### config.mk
export PLATFORM = sky130hd
export DESIGN_NAME = hpss_slot
export DESIGN_NICKNAME = d
export VERILOG_FILES = /design/src/logic/hpss_pkg.sv /design/src/logic/hpss_edge.sv /design/src/logic/hpss_slot.sv
export VERILOG_INCLUDE_DIRS = /design/src /design/src/logic
export SDC_FILE = /design/constraint.sdc
export NUM_CORES = 1
export LEC_CHECK = 0
export BUFFER_PORTS_ARGS = -buffer_cell sky130_fd_sc_hd__buf_2
export CORE_MARGIN = 3
export CORE_UTILIZATION = 51
export DETAILED_ROUTE_END_ITERATION = 7
export PLACE_DENSITY = 0.91
export RECOVER_POWER = 100
export SETUP_SLACK_MARGIN = 0.15
export SLEW_MARGIN = 20
export SYNTH_ARGS = -nofsm -noshare
export SYNTH_HDL_FRONTEND = slang
export SYNTH_HIERARCHICAL = 1
export SYNTH_SLANG_ARGS = --single-unit
export TNS_END_PERCENT = 20
### constraint.sdc
create_clock -name SYS_CLK -period 2.1 [get_ports SYS_CLK]
set_clock_uncertainty 0.1 [all_clocks]
set_input_delay 0.21 -clock SYS_CLK [delete_from_list [all_inputs] [get_ports SYS_CLK]]
set_output_delay 0.21 -clock SYS_CLK [all_outputs]
set_load 0.02 [all_outputs]
### src/logic/hpss_cfg.svh
// Constants for the hot-plug slot status and control register block.
// Assumes AXI4-Lite software access with 32-bit data on one clock.
//
// What this block does
// - Interlock toggle bit 11 reads zero; writing one toggles interlock, zero does nothing.
// - Without interlock capability, toggle bit is read-only zero.
// - Link-active-change enable bit 12 lets link active changes raise hot-plug events.
// - Status bit 0 set on attention button press; write one clears.
// - Status bit 1 set on power fault; write one clears.
// - Status bit 2 set on latch sensor change; write one clears.
// - Status bit 3 set on presence change; write one clears.
// - Status bit 4 set when a software command completes; write one clears.
// - Status bit 5 shows latch state, 0 closed, 1 open.
// - Status bit 6 shows presence, 0 empty, 1 present, default 1.
// - Status bit 7 shows interlock state, 0 disengaged, 1 engaged.
// - Status bit 8 set on link layer active change; write one clears.
// - Hot-plug event only while master enable bit 5 of control is set; IRQ ignores it and follows the irq mask.
`ifndef HPSS_CFG_SVH
`define HPSS_CFG_SVH

// ----------------------------------------------------------------------
// Register indices; the byte address of each is four times its index
// ----------------------------------------------------------------------
`define HPSS_CTL_INDEX        10'h058
`define HPSS_STS_INDEX        10'h05a
`define HPSS_CTL_ADDR         10'h160
`define HPSS_STS_ADDR         10'h168
`define HPSS_IRQ_STS_ADDR     10'h060
`define HPSS_IRQ_MASK_ADDR    10'h064
`define HPSS_ADDR_W           10

// ----------------------------------------------------------------------
// Control field positions
// ----------------------------------------------------------------------
`define HPSS_CTL_MASTER_EN    5
`define HPSS_CTL_ILOCK_TGL    11
`define HPSS_CTL_LINK_EN      12
`define HPSS_CTL_LOW_MASK     16'h003f

// ----------------------------------------------------------------------
// Status field positions and reset values
// ----------------------------------------------------------------------
`define HPSS_STS_LATCH        5
`define HPSS_STS_PRESENCE     6
`define HPSS_STS_ILOCK        7
`define HPSS_STS_W1C_MASK     16'h011f
`define HPSS_STS_RESET        16'h0040
`define HPSS_NUM_EVENTS       6

`endif

### src/logic/hpss_pkg.sv
// Types for the hot-plug slot status and control register block.
// Assumes the cfg header supplies all numeric constants.
package hpss_pkg;

  // Slot sensor inputs after synchronisation
  typedef struct packed {
    logic button;
    logic power_fault;
    logic latch_open;
    logic present;
    logic ilock_engaged;
    logic link_active;
    logic cmd_done;
  } hpss_sense_t;

  // AXI read/write response states
  typedef enum logic [1:0] {RESP_OKAY = 2'b00, RESP_SLVERR = 2'b10} hpss_resp_t;

endpackage

### src/logic/hpss_edge.sv
// Synchroniser and change detector for slot sensor levels.
// Assumes asynchronous inputs; two flops precede any logic.
`timescale 1ns/1ps
module hpss_edge #(
  parameter int W = 7
) (
  // Clock and reset
  input  wire logic         clk,
  input  wire logic         rst_n,
  // Pin levels in, clean levels and change pulses out
  input  wire logic [W-1:0] pins,
  output logic      [W-1:0] level,
  output logic      [W-1:0] rise,
  output logic      [W-1:0] change
);

  logic [W-1:0] meta_r, sync_r, last_r;
  logic [W-1:0] meta_nxt, sync_nxt, last_nxt;

  // Next values; first stage feeds only the second
  always_comb
  begin
    meta_nxt = pins;
    sync_nxt = meta_r;
    last_nxt = sync_r;
  end

  // Register stages
  always_ff @(posedge clk or negedge rst_n)
  begin
    if (!rst_n)
    begin
      meta_r <= '0;
      sync_r <= '0;
      last_r <= '0;
    end
    else
    begin
      meta_r <= meta_nxt;
      sync_r <= sync_nxt;
      last_r <= last_nxt;
    end
  end

  // Outputs from flops only
  assign level  = sync_r;
  assign rise   = sync_r & ~last_r;
  assign change = sync_r ^ last_r;

endmodule // hpss_edge

### src/logic/hpss_slot.sv
// Hot-plug slot upper control and status registers with AXI4-Lite slave.
// Assumes sensor pins are asynchronous; the link active flag is on SYS_CLK.
//
// The AXI4-Lite slave port is this design's own decision.
`timescale 1ns/1ps
`include "hpss_cfg.svh"
module hpss_slot #(
  parameter bit ILOCK_PRESENT = 1'b1
) (
  // Clock and reset
  input  wire logic        SYS_CLK,
  input  wire logic        RSTN,
  // AXI4-Lite write address
  input  wire logic        AWVALID,
  output logic             AWREADY,
  input  wire logic [9:0]  AWADDR,
  // AXI4-Lite write data
  input  wire logic        WVALID,
  output logic             WREADY,
  input  wire logic [31:0] WDATA,
  input  wire logic [3:0]  WSTRB,
  // AXI4-Lite write response
  output logic             BVALID,
  input  wire logic        BREADY,
  output logic [1:0]       BRESP,
  // AXI4-Lite read address
  input  wire logic        ARVALID,
  output logic             ARREADY,
  input  wire logic [9:0]  ARADDR,
  // AXI4-Lite read data
  output logic             RVALID,
  input  wire logic        RREADY,
  output logic [31:0]      RDATA,
  output logic [1:0]       RRESP,
  // Slot sensors
  input  wire logic        ATTN_BUTTON,
  input  wire logic        POWER_FAULT,
  input  wire logic        LATCH_OPEN,
  input  wire logic        CARD_PRESENT,
  input  wire logic        ILOCK_ENGAGED,
  input  wire logic        CMD_DONE,
  // Link layer active from core logic
  input  wire logic        LINK_LAYER_ACTIVE,
  // Actuators and events
  output logic             ILOCK_TOGGLE,
  output logic             HOTPLUG_EVENT,
  output logic             IRQ
);

  // --------------------------------------------------------------------
  // Register map
  // --------------------------------------------------------------------
  // Control and status keep their own indices; the bus sees each one at
  // four times the index, one aligned word apiece, data in bits 15:0.
  //   control     : bits 0-5 and 12 read/write, 11 toggle (reads zero)
  //   status      : bits 0-4 and 8 sticky, write one to clear
  //                 bits 5-7 live sensor levels, read only
  //   irq status  : {link, cmd, presence, latch, power, button}, W1C
  //   irq mask    : same layout, a one lets the level interrupt through
  // Upper half of every word reads zero. A write to an unmapped word is
  // dropped and answered with an error; so is a read, with zero data.
  // Bits 6-10 of control (indicators, power) live in another block, so
  // they read zero here and writes to them are lost.
  // The link flag is taken raw: it must already be on SYS_CLK, and a
  // high level at reset release is seen as one change.

  // --------------------------------------------------------------------
  // Sensor synchronisation
  // --------------------------------------------------------------------
  hpss_pkg::hpss_sense_t pins_s, lvl_s, rise_s, chg_s;
  logic                  link_q_r, link_q_nxt;
  logic                  link_chg;

  // Pack the asynchronous pins; link bit bypasses the synchroniser
  always_comb
  begin
    pins_s               = '0;
    pins_s.button        = ATTN_BUTTON;
    pins_s.power_fault   = POWER_FAULT;
    pins_s.latch_open    = LATCH_OPEN;
    pins_s.present       = CARD_PRESENT;
    pins_s.ilock_engaged = ILOCK_ENGAGED;
    pins_s.cmd_done      = CMD_DONE;
  end

  hpss_edge #(.W(7)) u_edge (
    .clk    (SYS_CLK),
    .rst_n  (RSTN),
    .pins   (pins_s),
    .level  (lvl_s),
    .rise   (rise_s),
    .change (chg_s)
  );

  // Link active change seen on the core clock
  assign link_q_nxt = LINK_LAYER_ACTIVE;
  assign link_chg   = link_q_r ^ LINK_LAYER_ACTIVE;

  // --------------------------------------------------------------------
  // AXI4-Lite handshake state
  // --------------------------------------------------------------------
  logic        aw_held_r, aw_held_nxt;
  logic        w_held_r, w_held_nxt;
  logic [9:0]  awaddr_r, awaddr_nxt;
  logic [31:0] wdata_r, wdata_nxt;
  logic [3:0]  wstrb_r, wstrb_nxt;
  logic        bvalid_r, bvalid_nxt;
  logic [1:0]  bresp_r, bresp_nxt;
  logic        rvalid_r, rvalid_nxt;
  logic [31:0] rdata_r, rdata_nxt;
  logic [1:0]  rresp_r, rresp_nxt;
  logic        wr_fire;

  // Decode: true for any mapped word address
  function automatic logic hpss_mapped(input logic [9:0] a);
    hpss_mapped = (a == `HPSS_CTL_ADDR) || (a == `HPSS_STS_ADDR) ||
                  (a == `HPSS_IRQ_STS_ADDR) ||
                  (a == `HPSS_IRQ_MASK_ADDR);
  endfunction

  // One write in flight; ready drops once a channel is captured
  assign AWREADY = !aw_held_r && !bvalid_r;
  assign WREADY  = !w_held_r && !bvalid_r;
  assign ARREADY = !rvalid_r;
  assign wr_fire = aw_held_r && w_held_r;

  // --------------------------------------------------------------------
  // Slot registers
  // --------------------------------------------------------------------
  logic [15:0] ctl_r, ctl_nxt;
  logic [15:0] sts_r, sts_nxt;
  logic [5:0]  irq_sts_r, irq_sts_nxt;
  logic [5:0]  irq_mask_r, irq_mask_nxt;
  logic        tgl_r, tgl_nxt;
  logic        evt_r, evt_nxt;
  logic [15:0] sts_set, sts_clr, ctl_wmask, sts_view, ctl_view;
  logic [5:0]  ev_vec, ev_en, irq_clr;
  logic        wr_ctl, wr_sts, wr_isr, wr_imask;

  // Live status view; reserved bits read zero
  always_comb
  begin
    sts_view                      = sts_r & `HPSS_STS_W1C_MASK;
    sts_view[`HPSS_STS_LATCH]     = lvl_s.latch_open;
    sts_view[`HPSS_STS_PRESENCE]  = sts_r[`HPSS_STS_PRESENCE];
    sts_view[`HPSS_STS_ILOCK]     = ILOCK_PRESENT & lvl_s.ilock_engaged;
    ctl_view                      = ctl_r;
    ctl_view[`HPSS_CTL_ILOCK_TGL] = 1'b0;
  end

  // Control masks and write decode
  always_comb
  begin
    wr_ctl    = wr_fire && awaddr_r == `HPSS_CTL_ADDR;
    wr_sts    = wr_fire && awaddr_r == `HPSS_STS_ADDR;
    wr_isr    = wr_fire && awaddr_r == `HPSS_IRQ_STS_ADDR;
    wr_imask  = wr_fire && awaddr_r == `HPSS_IRQ_MASK_ADDR;
    ctl_wmask = `HPSS_CTL_LOW_MASK;
    ctl_wmask[`HPSS_CTL_LINK_EN] = 1'b1;
    // Event sources in status bit order
    sts_set      = '0;
    sts_set[0]   = rise_s.button;
    sts_set[1]   = rise_s.power_fault;
    sts_set[2]   = chg_s.latch_open;
    sts_set[3]   = chg_s.present;
    sts_set[4]   = rise_s.cmd_done;
    sts_set[8]   = link_chg;
    sts_clr      = '0;
    if (wr_sts && wstrb_r[0])
      sts_clr[7:0] = wdata_r[7:0];
    if (wr_sts && wstrb_r[1])
      sts_clr[15:8] = wdata_r[15:8];
    sts_clr = sts_clr & `HPSS_STS_W1C_MASK;
  end

  // Next state for control, status and interrupt registers
  always_comb
  begin
    ctl_nxt = ctl_r;
    tgl_nxt = 1'b0;
    if (wr_ctl && wstrb_r[0])
      ctl_nxt[7:0] = wdata_r[7:0] & ctl_wmask[7:0];
    if (wr_ctl && wstrb_r[1])
    begin
      ctl_nxt[15:8] = wdata_r[15:8] & ctl_wmask[15:8];
      tgl_nxt = ILOCK_PRESENT & wdata_r[`HPSS_CTL_ILOCK_TGL];
    end
    ctl_nxt[`HPSS_CTL_ILOCK_TGL] = 1'b0;
    // Set wins over a clear in the same cycle; stays until cleared
    sts_nxt = ((sts_r & ~sts_clr) | sts_set) & `HPSS_STS_W1C_MASK;
    sts_nxt[`HPSS_STS_PRESENCE] = lvl_s.present;
    // Enabled events gate the hot-plug event, master enable gates all
    ev_vec = {sts_set[8], sts_set[4:0]};
    ev_en  = {ctl_r[`HPSS_CTL_LINK_EN], ctl_r[4:0]};
    evt_nxt = ctl_r[`HPSS_CTL_MASTER_EN] && |(ev_vec & ev_en);
    irq_clr = '0;
    if (wr_isr && wstrb_r[0])
      irq_clr = wdata_r[5:0];
    irq_sts_nxt = (irq_sts_r & ~irq_clr) | ev_vec;
    irq_mask_nxt = irq_mask_r;
    if (wr_imask && wstrb_r[0])
      irq_mask_nxt = wdata_r[5:0];
  end

  // --------------------------------------------------------------------
  // Bus next state
  // --------------------------------------------------------------------
  always_comb
  begin
    aw_held_nxt = aw_held_r;
    w_held_nxt  = w_held_r;
    awaddr_nxt  = awaddr_r;
    wdata_nxt   = wdata_r;
    wstrb_nxt   = wstrb_r;
    bvalid_nxt  = bvalid_r;
    bresp_nxt   = bresp_r;
    rvalid_nxt  = rvalid_r;
    rdata_nxt   = rdata_r;
    rresp_nxt   = rresp_r;
    if (AWVALID && AWREADY)
    begin
      aw_held_nxt = 1'b1;
      awaddr_nxt  = {AWADDR[9:2], 2'b00};
    end
    if (WVALID && WREADY)
    begin
      w_held_nxt = 1'b1;
      wdata_nxt  = WDATA;
      wstrb_nxt  = WSTRB;
    end
    if (wr_fire)
    begin
      aw_held_nxt = 1'b0;
      w_held_nxt  = 1'b0;
      bvalid_nxt  = 1'b1;
      bresp_nxt   = hpss_mapped(awaddr_r) ? hpss_pkg::RESP_OKAY : hpss_pkg::RESP_SLVERR;
    end
    else if (bvalid_r && BREADY)
      bvalid_nxt = 1'b0;
    if (ARVALID && ARREADY)
    begin
      rvalid_nxt = 1'b1;
      rresp_nxt  = hpss_pkg::RESP_OKAY;
      unique case ({ARADDR[9:2], 2'b00})
        `HPSS_CTL_ADDR:       rdata_nxt = {16'h0, ctl_view};
        `HPSS_STS_ADDR:       rdata_nxt = {16'h0, sts_view};
        `HPSS_IRQ_STS_ADDR:   rdata_nxt = {26'h0, irq_sts_r};
        `HPSS_IRQ_MASK_ADDR:  rdata_nxt = {26'h0, irq_mask_r};
        default:
        begin
          rdata_nxt = 32'h0;
          rresp_nxt = hpss_pkg::RESP_SLVERR;
        end
      endcase
    end
    else if (rvalid_r && RREADY)
      rvalid_nxt = 1'b0;
  end

  // --------------------------------------------------------------------
  // Slot state registers
  // --------------------------------------------------------------------
  // Presence bit resets set; the synchroniser then pulls it to the pin
  always_ff @(posedge SYS_CLK or negedge RSTN)
  begin
    if (!RSTN)
    begin
      ctl_r      <= 16'h0000;
      sts_r      <= `HPSS_STS_RESET;
      tgl_r      <= 1'b0;
      evt_r      <= 1'b0;
      link_q_r   <= 1'b0;
    end
    else
    begin
      ctl_r      <= ctl_nxt;
      sts_r      <= sts_nxt;
      tgl_r      <= tgl_nxt;
      evt_r      <= evt_nxt;
      link_q_r   <= link_q_nxt;
    end
  end

  // --------------------------------------------------------------------
  // Interrupt registers
  // --------------------------------------------------------------------
  // Masked off after reset, so no interrupt until software opts in
  always_ff @(posedge SYS_CLK or negedge RSTN)
  begin
    if (!RSTN)
    begin
      irq_sts_r  <= 6'h00;
      irq_mask_r <= 6'h00;
    end
    else
    begin
      irq_sts_r  <= irq_sts_nxt;
      irq_mask_r <= irq_mask_nxt;
    end
  end

  // --------------------------------------------------------------------
  // Bus registers
  // --------------------------------------------------------------------
  always_ff @(posedge SYS_CLK or negedge RSTN)
  begin
    if (!RSTN)
    begin
      aw_held_r  <= 1'b0;
      w_held_r   <= 1'b0;
      awaddr_r   <= 10'h000;
      wdata_r    <= 32'h0;
      wstrb_r    <= 4'h0;
      bvalid_r   <= 1'b0;
      bresp_r    <= 2'b00;
      rvalid_r   <= 1'b0;
      rdata_r    <= 32'h0;
      rresp_r    <= 2'b00;
    end
    else
    begin
      aw_held_r  <= aw_held_nxt;
      w_held_r   <= w_held_nxt;
      awaddr_r   <= awaddr_nxt;
      wdata_r    <= wdata_nxt;
      wstrb_r    <= wstrb_nxt;
      bvalid_r   <= bvalid_nxt;
      bresp_r    <= bresp_nxt;
      rvalid_r   <= rvalid_nxt;
      rdata_r    <= rdata_nxt;
      rresp_r    <= rresp_nxt;
    end
  end

  // Outputs
  assign BVALID        = bvalid_r;
  assign BRESP         = bresp_r;
  assign RVALID        = rvalid_r;
  assign RDATA         = rdata_r;
  assign RRESP         = rresp_r;
  assign ILOCK_TOGGLE  = tgl_r;
  assign HOTPLUG_EVENT = evt_r;
  assign IRQ           = |(irq_sts_r & irq_mask_r);

endmodule // hpss_slot

* Yosys cells after proc, flatten, opt, wreduce, memory -nomap -nowiden
Index checks and enable logic that the tools add are counted.
** Word-level totals
- Output and inout port bits :: 44
- Flip-flop bits (word level) :: 110
- Bits of input ports :: 70
** Cells by class
- Reductions and logical operators :: 33
- Equality and inequality tests :: 8
- Bitwise gates (word level) :: 12
- Mux-type cells :: 15
** Operators by type and width (count)
- $pmux 13 s4 :: 1
- $eq 8x5->1 const B :: 4
- $eq 8x7->1 const B :: 4
- $logic_and 1x1->1 :: 19
- $and 6x6->6 :: 3
- $reduce_or 6->1 :: 2
- $mux 1 :: 10
- $and 9x9->9 :: 1
- $not 9->9 :: 1
- $or 9x9->9 :: 1
- $reduce_bool 2->1 :: 4
- $and 7x7->7 :: 1
- $not 7->7 :: 1
- $mux 6 :: 1
- $not 6->6 :: 1
- $or 6x6->6 :: 1
- $mux 5 :: 1
- $xor 5x5->5 :: 1
- $logic_not 1->1 :: 4
- $mux 2 :: 2
- $reduce_or 4->1 :: 1
- $logic_or 1x1->1 :: 3
- $xor 1x1->1 :: 1

* Longest topological paths before layout
- Word-level depth :: 7
- Gate-level depth with buffers :: 6
- Depth with buffers taken out :: 6

* By module
Netlist, hierarchy kept.
** By module, submodules not included
- hpss_slot :: sequential area each 1602.8 µm², area each 3121.7 µm², cells an instance 258, times used 1
- hpss_edge :: sequential area each 525.5 µm², area each 665.6 µm², cells an instance 42, times used 1

* Least setup slack after synthesis
No wires, ideal clock.
- Kind :: register to register
- Start point :: register w_held_r
- End point :: register wdata_r[11]
- Library setup time :: 125 ps
- Setup slack :: 278 ps
- Path buffers :: 2
- Stages on the path, launching flop included :: 6
- Arrival :: 1597 ps
- Cell sequence :: dfrtp_1 -> clkbuf_2 -> nor2_1 -> and2_1 -> buf_2 -> mux2_2
** Between the ends
- Word-level cells in the longest chain between the ends :: 3
** Ends and longest elaborated chain
- start: declaration :: line hpss_slot.sv:103 : logic w_held_r, w_held_nxt;
- start signal: assignment :: line hpss_slot.sv:323 : w_held_r <= w_held_nxt;
- $logic_not 1->1 :: line hpss_slot.sv:123 : assign WREADY = !w_held_r && !bvalid_r;
- $logic_and 1x1->1 :: line hpss_slot.sv:123
- named net WREADY :: line hpss_slot.sv:19 : output logic WREADY,
- $logic_and 1x1->1 :: line hpss_slot.sv:225 : if (WVALID && WREADY)
- end signal: assignment :: line hpss_slot.sv:325 : wdata_r <= wdata_nxt;
- end: declaration :: line hpss_slot.sv:105 : logic [31:0] wdata_r, wdata_nxt;
The timed path passes the listed nets, and every way through them passes these cells.
A chain may end at the register's enable or synchronous reset.

* Worst setup path in the final report
- Start point :: register awaddr_r[9]
- End point :: register sts_r[0]
** Between the ends
- Word-level cells in the longest chain between the ends :: 7
** Ends and longest elaborated chain
- start: declaration :: line hpss_slot.sv:104 : logic [9:0] awaddr_r, awaddr_nxt;
- start signal: assignment :: line hpss_slot.sv:324 : awaddr_r <= awaddr_nxt;
- $eq 8x7->1 (no line)
- $logic_and 1x1->1 (no line)
- $logic_and 1x1->1 :: line hpss_slot.sv:169 : if (wr_sts && wstrb_r[0])
- $mux 5 :: line hpss_slot.sv:169
- $not 9->9 :: line hpss_slot.sv:190 : sts_nxt = ((sts_r & ~sts_clr) | sts_set) & `HPSS_STS_W1C_MASK;
- $and 9x9->9 :: line hpss_slot.sv:190
- $or 9x9->9 :: line hpss_slot.sv:190
- named net sts_nxt[0] :: line hpss_slot.sv:131 : logic [15:0] sts_r, sts_nxt;
- end signal: assignment :: line hpss_slot.sv:269 : sts_r <= `HPSS_STS_RESET;
- end signal: assignment :: line hpss_slot.sv:277 : sts_r <= sts_nxt;
- end: declaration :: line hpss_slot.sv:131
The timed path passes the listed nets, and every way through them passes these cells.

==> impl_metrics.py <==
metrics = {
    "placed_design": {
        "port-buffer-count": 60,
        "gp_routability_congestion": 0.819,
        "placement.cell_area_mm2": 0.00400,
        "hpwlAfterDp_mm": 5.10,
    },
    "clock_tree": {
        "cts_setup_buffers": 0,
        "clockRootBuffer": "sky130_fd_sc_hd__clkbuf_8",
        "clock_tree.buffer_depth": 2,
        "worstSkewPairLatency_ps": 340,
        "tritoncts_num_sinks": 81,
        "cts_tree": "yes",
        "numCtsBuffers": 9,
        "clkTransAtPathRegs_ps": 80,
        "cts.htree.levels": 3,
    },
    "timing": {
        "finalCritPeriodShare_pct": 92.2,
        "worst_slew_margin_rel_pct": 38.1,
        "worst_slew_pin_tran_ps": 929,
        "holdWs_ps": 19.1,
        "achievable-frequency_ghz": 0.517,
        "setup-tns-final_ps": 0,
        "finalSetupViolCount": 0,
        "number_of_max_slew_violations_in_the_final_report": 0,
        "hold_viol_final": 0,
        "min_period_ps": 1940,
        "setup_repair_after_global_routing_missed_its_margin": "false",
    },
    "synth": {
        "synth.cell_area_mm2": 0.00364,
        "ys.warnings.count": 6,
        "average_cell_area_after_synthesis_um2": 12.7,
        "synthesis.instances": 287,
    },
    "min_path": {
        "number_of_cells_on_the_worst_hold_path": 2,
        "hp-class": "input pin to flop",
    },
    "finish": {
        "final_nets": 457,
        "finalInstanceArea_mm2": 0.00440,
        "areaGrowthSynthToFinish_pct": 20.9,
        "most_common_cell_after_layout_fill_and_taps_aside": "sky130_fd_sc_hd__dfrtp_1",
        "insertedDiodeCount": 0,
        "layout.filler_cells": 542,
        "most-common-layout-cells": "sky130_fd_sc_hd__dfrtp_1 (80), sky130_fd_sc_hd__mux2_2 (39), sky130_fd_sc_hd__buf_2 (38)",
        "drive_above_1_share_pct": 27.5,
    },
    "route": {
        "drt_wl_total_mm": 7.29,
        "post_drt_via_cell_ratio": 5.18,
        "drt_drc_violations_left": 0,
        "first_pass_iters": 4,
        "drt-wirelength-per-cell_um": 15.1,
        "detail_route.iter0.violations": 173,
        "detailroute.via_count": 2495,
        "antenna_left": 0,
    },
    "setup_path": {
        "worst_setup_path_start_kind": "flop",
        "critical_path_class": "flop to flop",
        "reg2reg_depth": 3,
        "path_max_fanout": 6,
        "arrival_time_of_the_worst_setup_path_ps": 2060,
        "critPathRequiredTime_ps": 2220,
        "worst_setup_path_end_kind": "flop",
    },
    "global_routing": {
        "grt_max_degree": 45,
        "grt.total_usage_pct": 18.5,
        "globalRouteOverflowTotal": 0,
        "grt_pass1_vias": 2601,
        "first_pass_grt_wire_length_mm": 12.2,
        "antenna_found_initial": 0,
    },
    "outcome": {
        "run_status": "completed",
    },
    "die": {
        "floorplan.initialDensity_pct": 52.9,
        "placementRows": 30,
        "coreArea_mm2": 0.00687,
        "die_width_um": 90.4,
        "die_y_um": 90.4,
        "die_area_mm2": 0.00818,
        "design.portCount": 114,
    },
    "power_and_ir_drop": {
        "power_density_over_the_cells_mw_per_mm2": 951,
        "static-leakage-power_nw": 1.99,
        "vdd_ir_max_mv": 0.699,
    },
    "run": {
        "drv.max_cap_violation_count": 0,
    },
}
sequential cells by signal, summed over array words and instances (netlist names), 2 cells and up:
signal	count
irq_sts_r	6
u_edge/last_r	5
sts_r	7
awaddr_r	8
u_edge/level	6
wstrb_r	2
u_edge/meta_r	6
ctl_r	7
RDATA	10
wdata_r	9
irq_mask_r	6
cell type report:
class,instances,area [µm²],share of cell area [%]
clock buffer,12,155,3.53
clock inverter,3,40.0,0.911
inverter,18,67.6,1.54
multi-input combinational,176,1380,31.3
sequential,81,2030,46.1
tap,96,120,2.73
timing repair buffer,96,608,13.8
routing by layer:
metal / wire length [µm] / part of all wire [%] / vias up / global-route usage [%]
met5: 0 / 0 / - / 0
met4: 126 / 1.7 / 0 / 5.87
met3: 433 / 5.9 / 14 / 5.17
met2: 3620 / 50 / 95 / 31.4
met1: 3110 / 43 / 1219 / 23.1
li1: - / - / 1167 / -
report_power, final:
part	internal, mW	switching [mW]	leakage, nW	total [mW]
Clock	0.605	0.518	0.102	1.12
Combinational	0.482	0.492	0.923	0.974
Sequential	1.83	0.257	0.964	2.08
per-stage QoR:
stage	instances	setup WS, ps	power, mW	utilization [%]
3_5_place_dp	441	246	3.10	58.2
5_1_grt	482	133	4.39	64.0
6_report	482	165	4.18	64.0
2_1_floorplan	310	278	2.79	-
4_1_cts	482	220	4.25	64.8
3_3_place_gp	441	290	3.04	58.2
critical path, stage by stage, from the launching register on:
cell                        delay (ps)
sky130_fd_sc_hd__dfrtp_1           400
sky130_fd_sc_hd__nand4bb_4         270
sky130_fd_sc_hd__or4_1             670
sky130_fd_sc_hd__o32a_1            370
worst paths after layout:
check | from | slack, ps | end
worst min register to register | u_edge/meta_r[5] | 250 | u_edge/level[5]
worst min-delay path | WSTRB[0] | 20 | wstrb_r[0]
max in group asynchronous | RSTN | 710 | u_edge/meta_r[5]
worst max register to register | awaddr_r[9] | 160 | sts_r[0]
worst max-delay path | awaddr_r[9] | 160 | sts_r[0]
min in group asynchronous | RSTN | 450 | awaddr_r[9]
timing repair:
item                                    in CTS  in global routing
endpoints found under the setup margin       0                  6
hold endpoints to repair                    61                  0
hold buffers                                26                  0
gates resized for setup                      0                  1
Power figures use the tool's default switching activity.
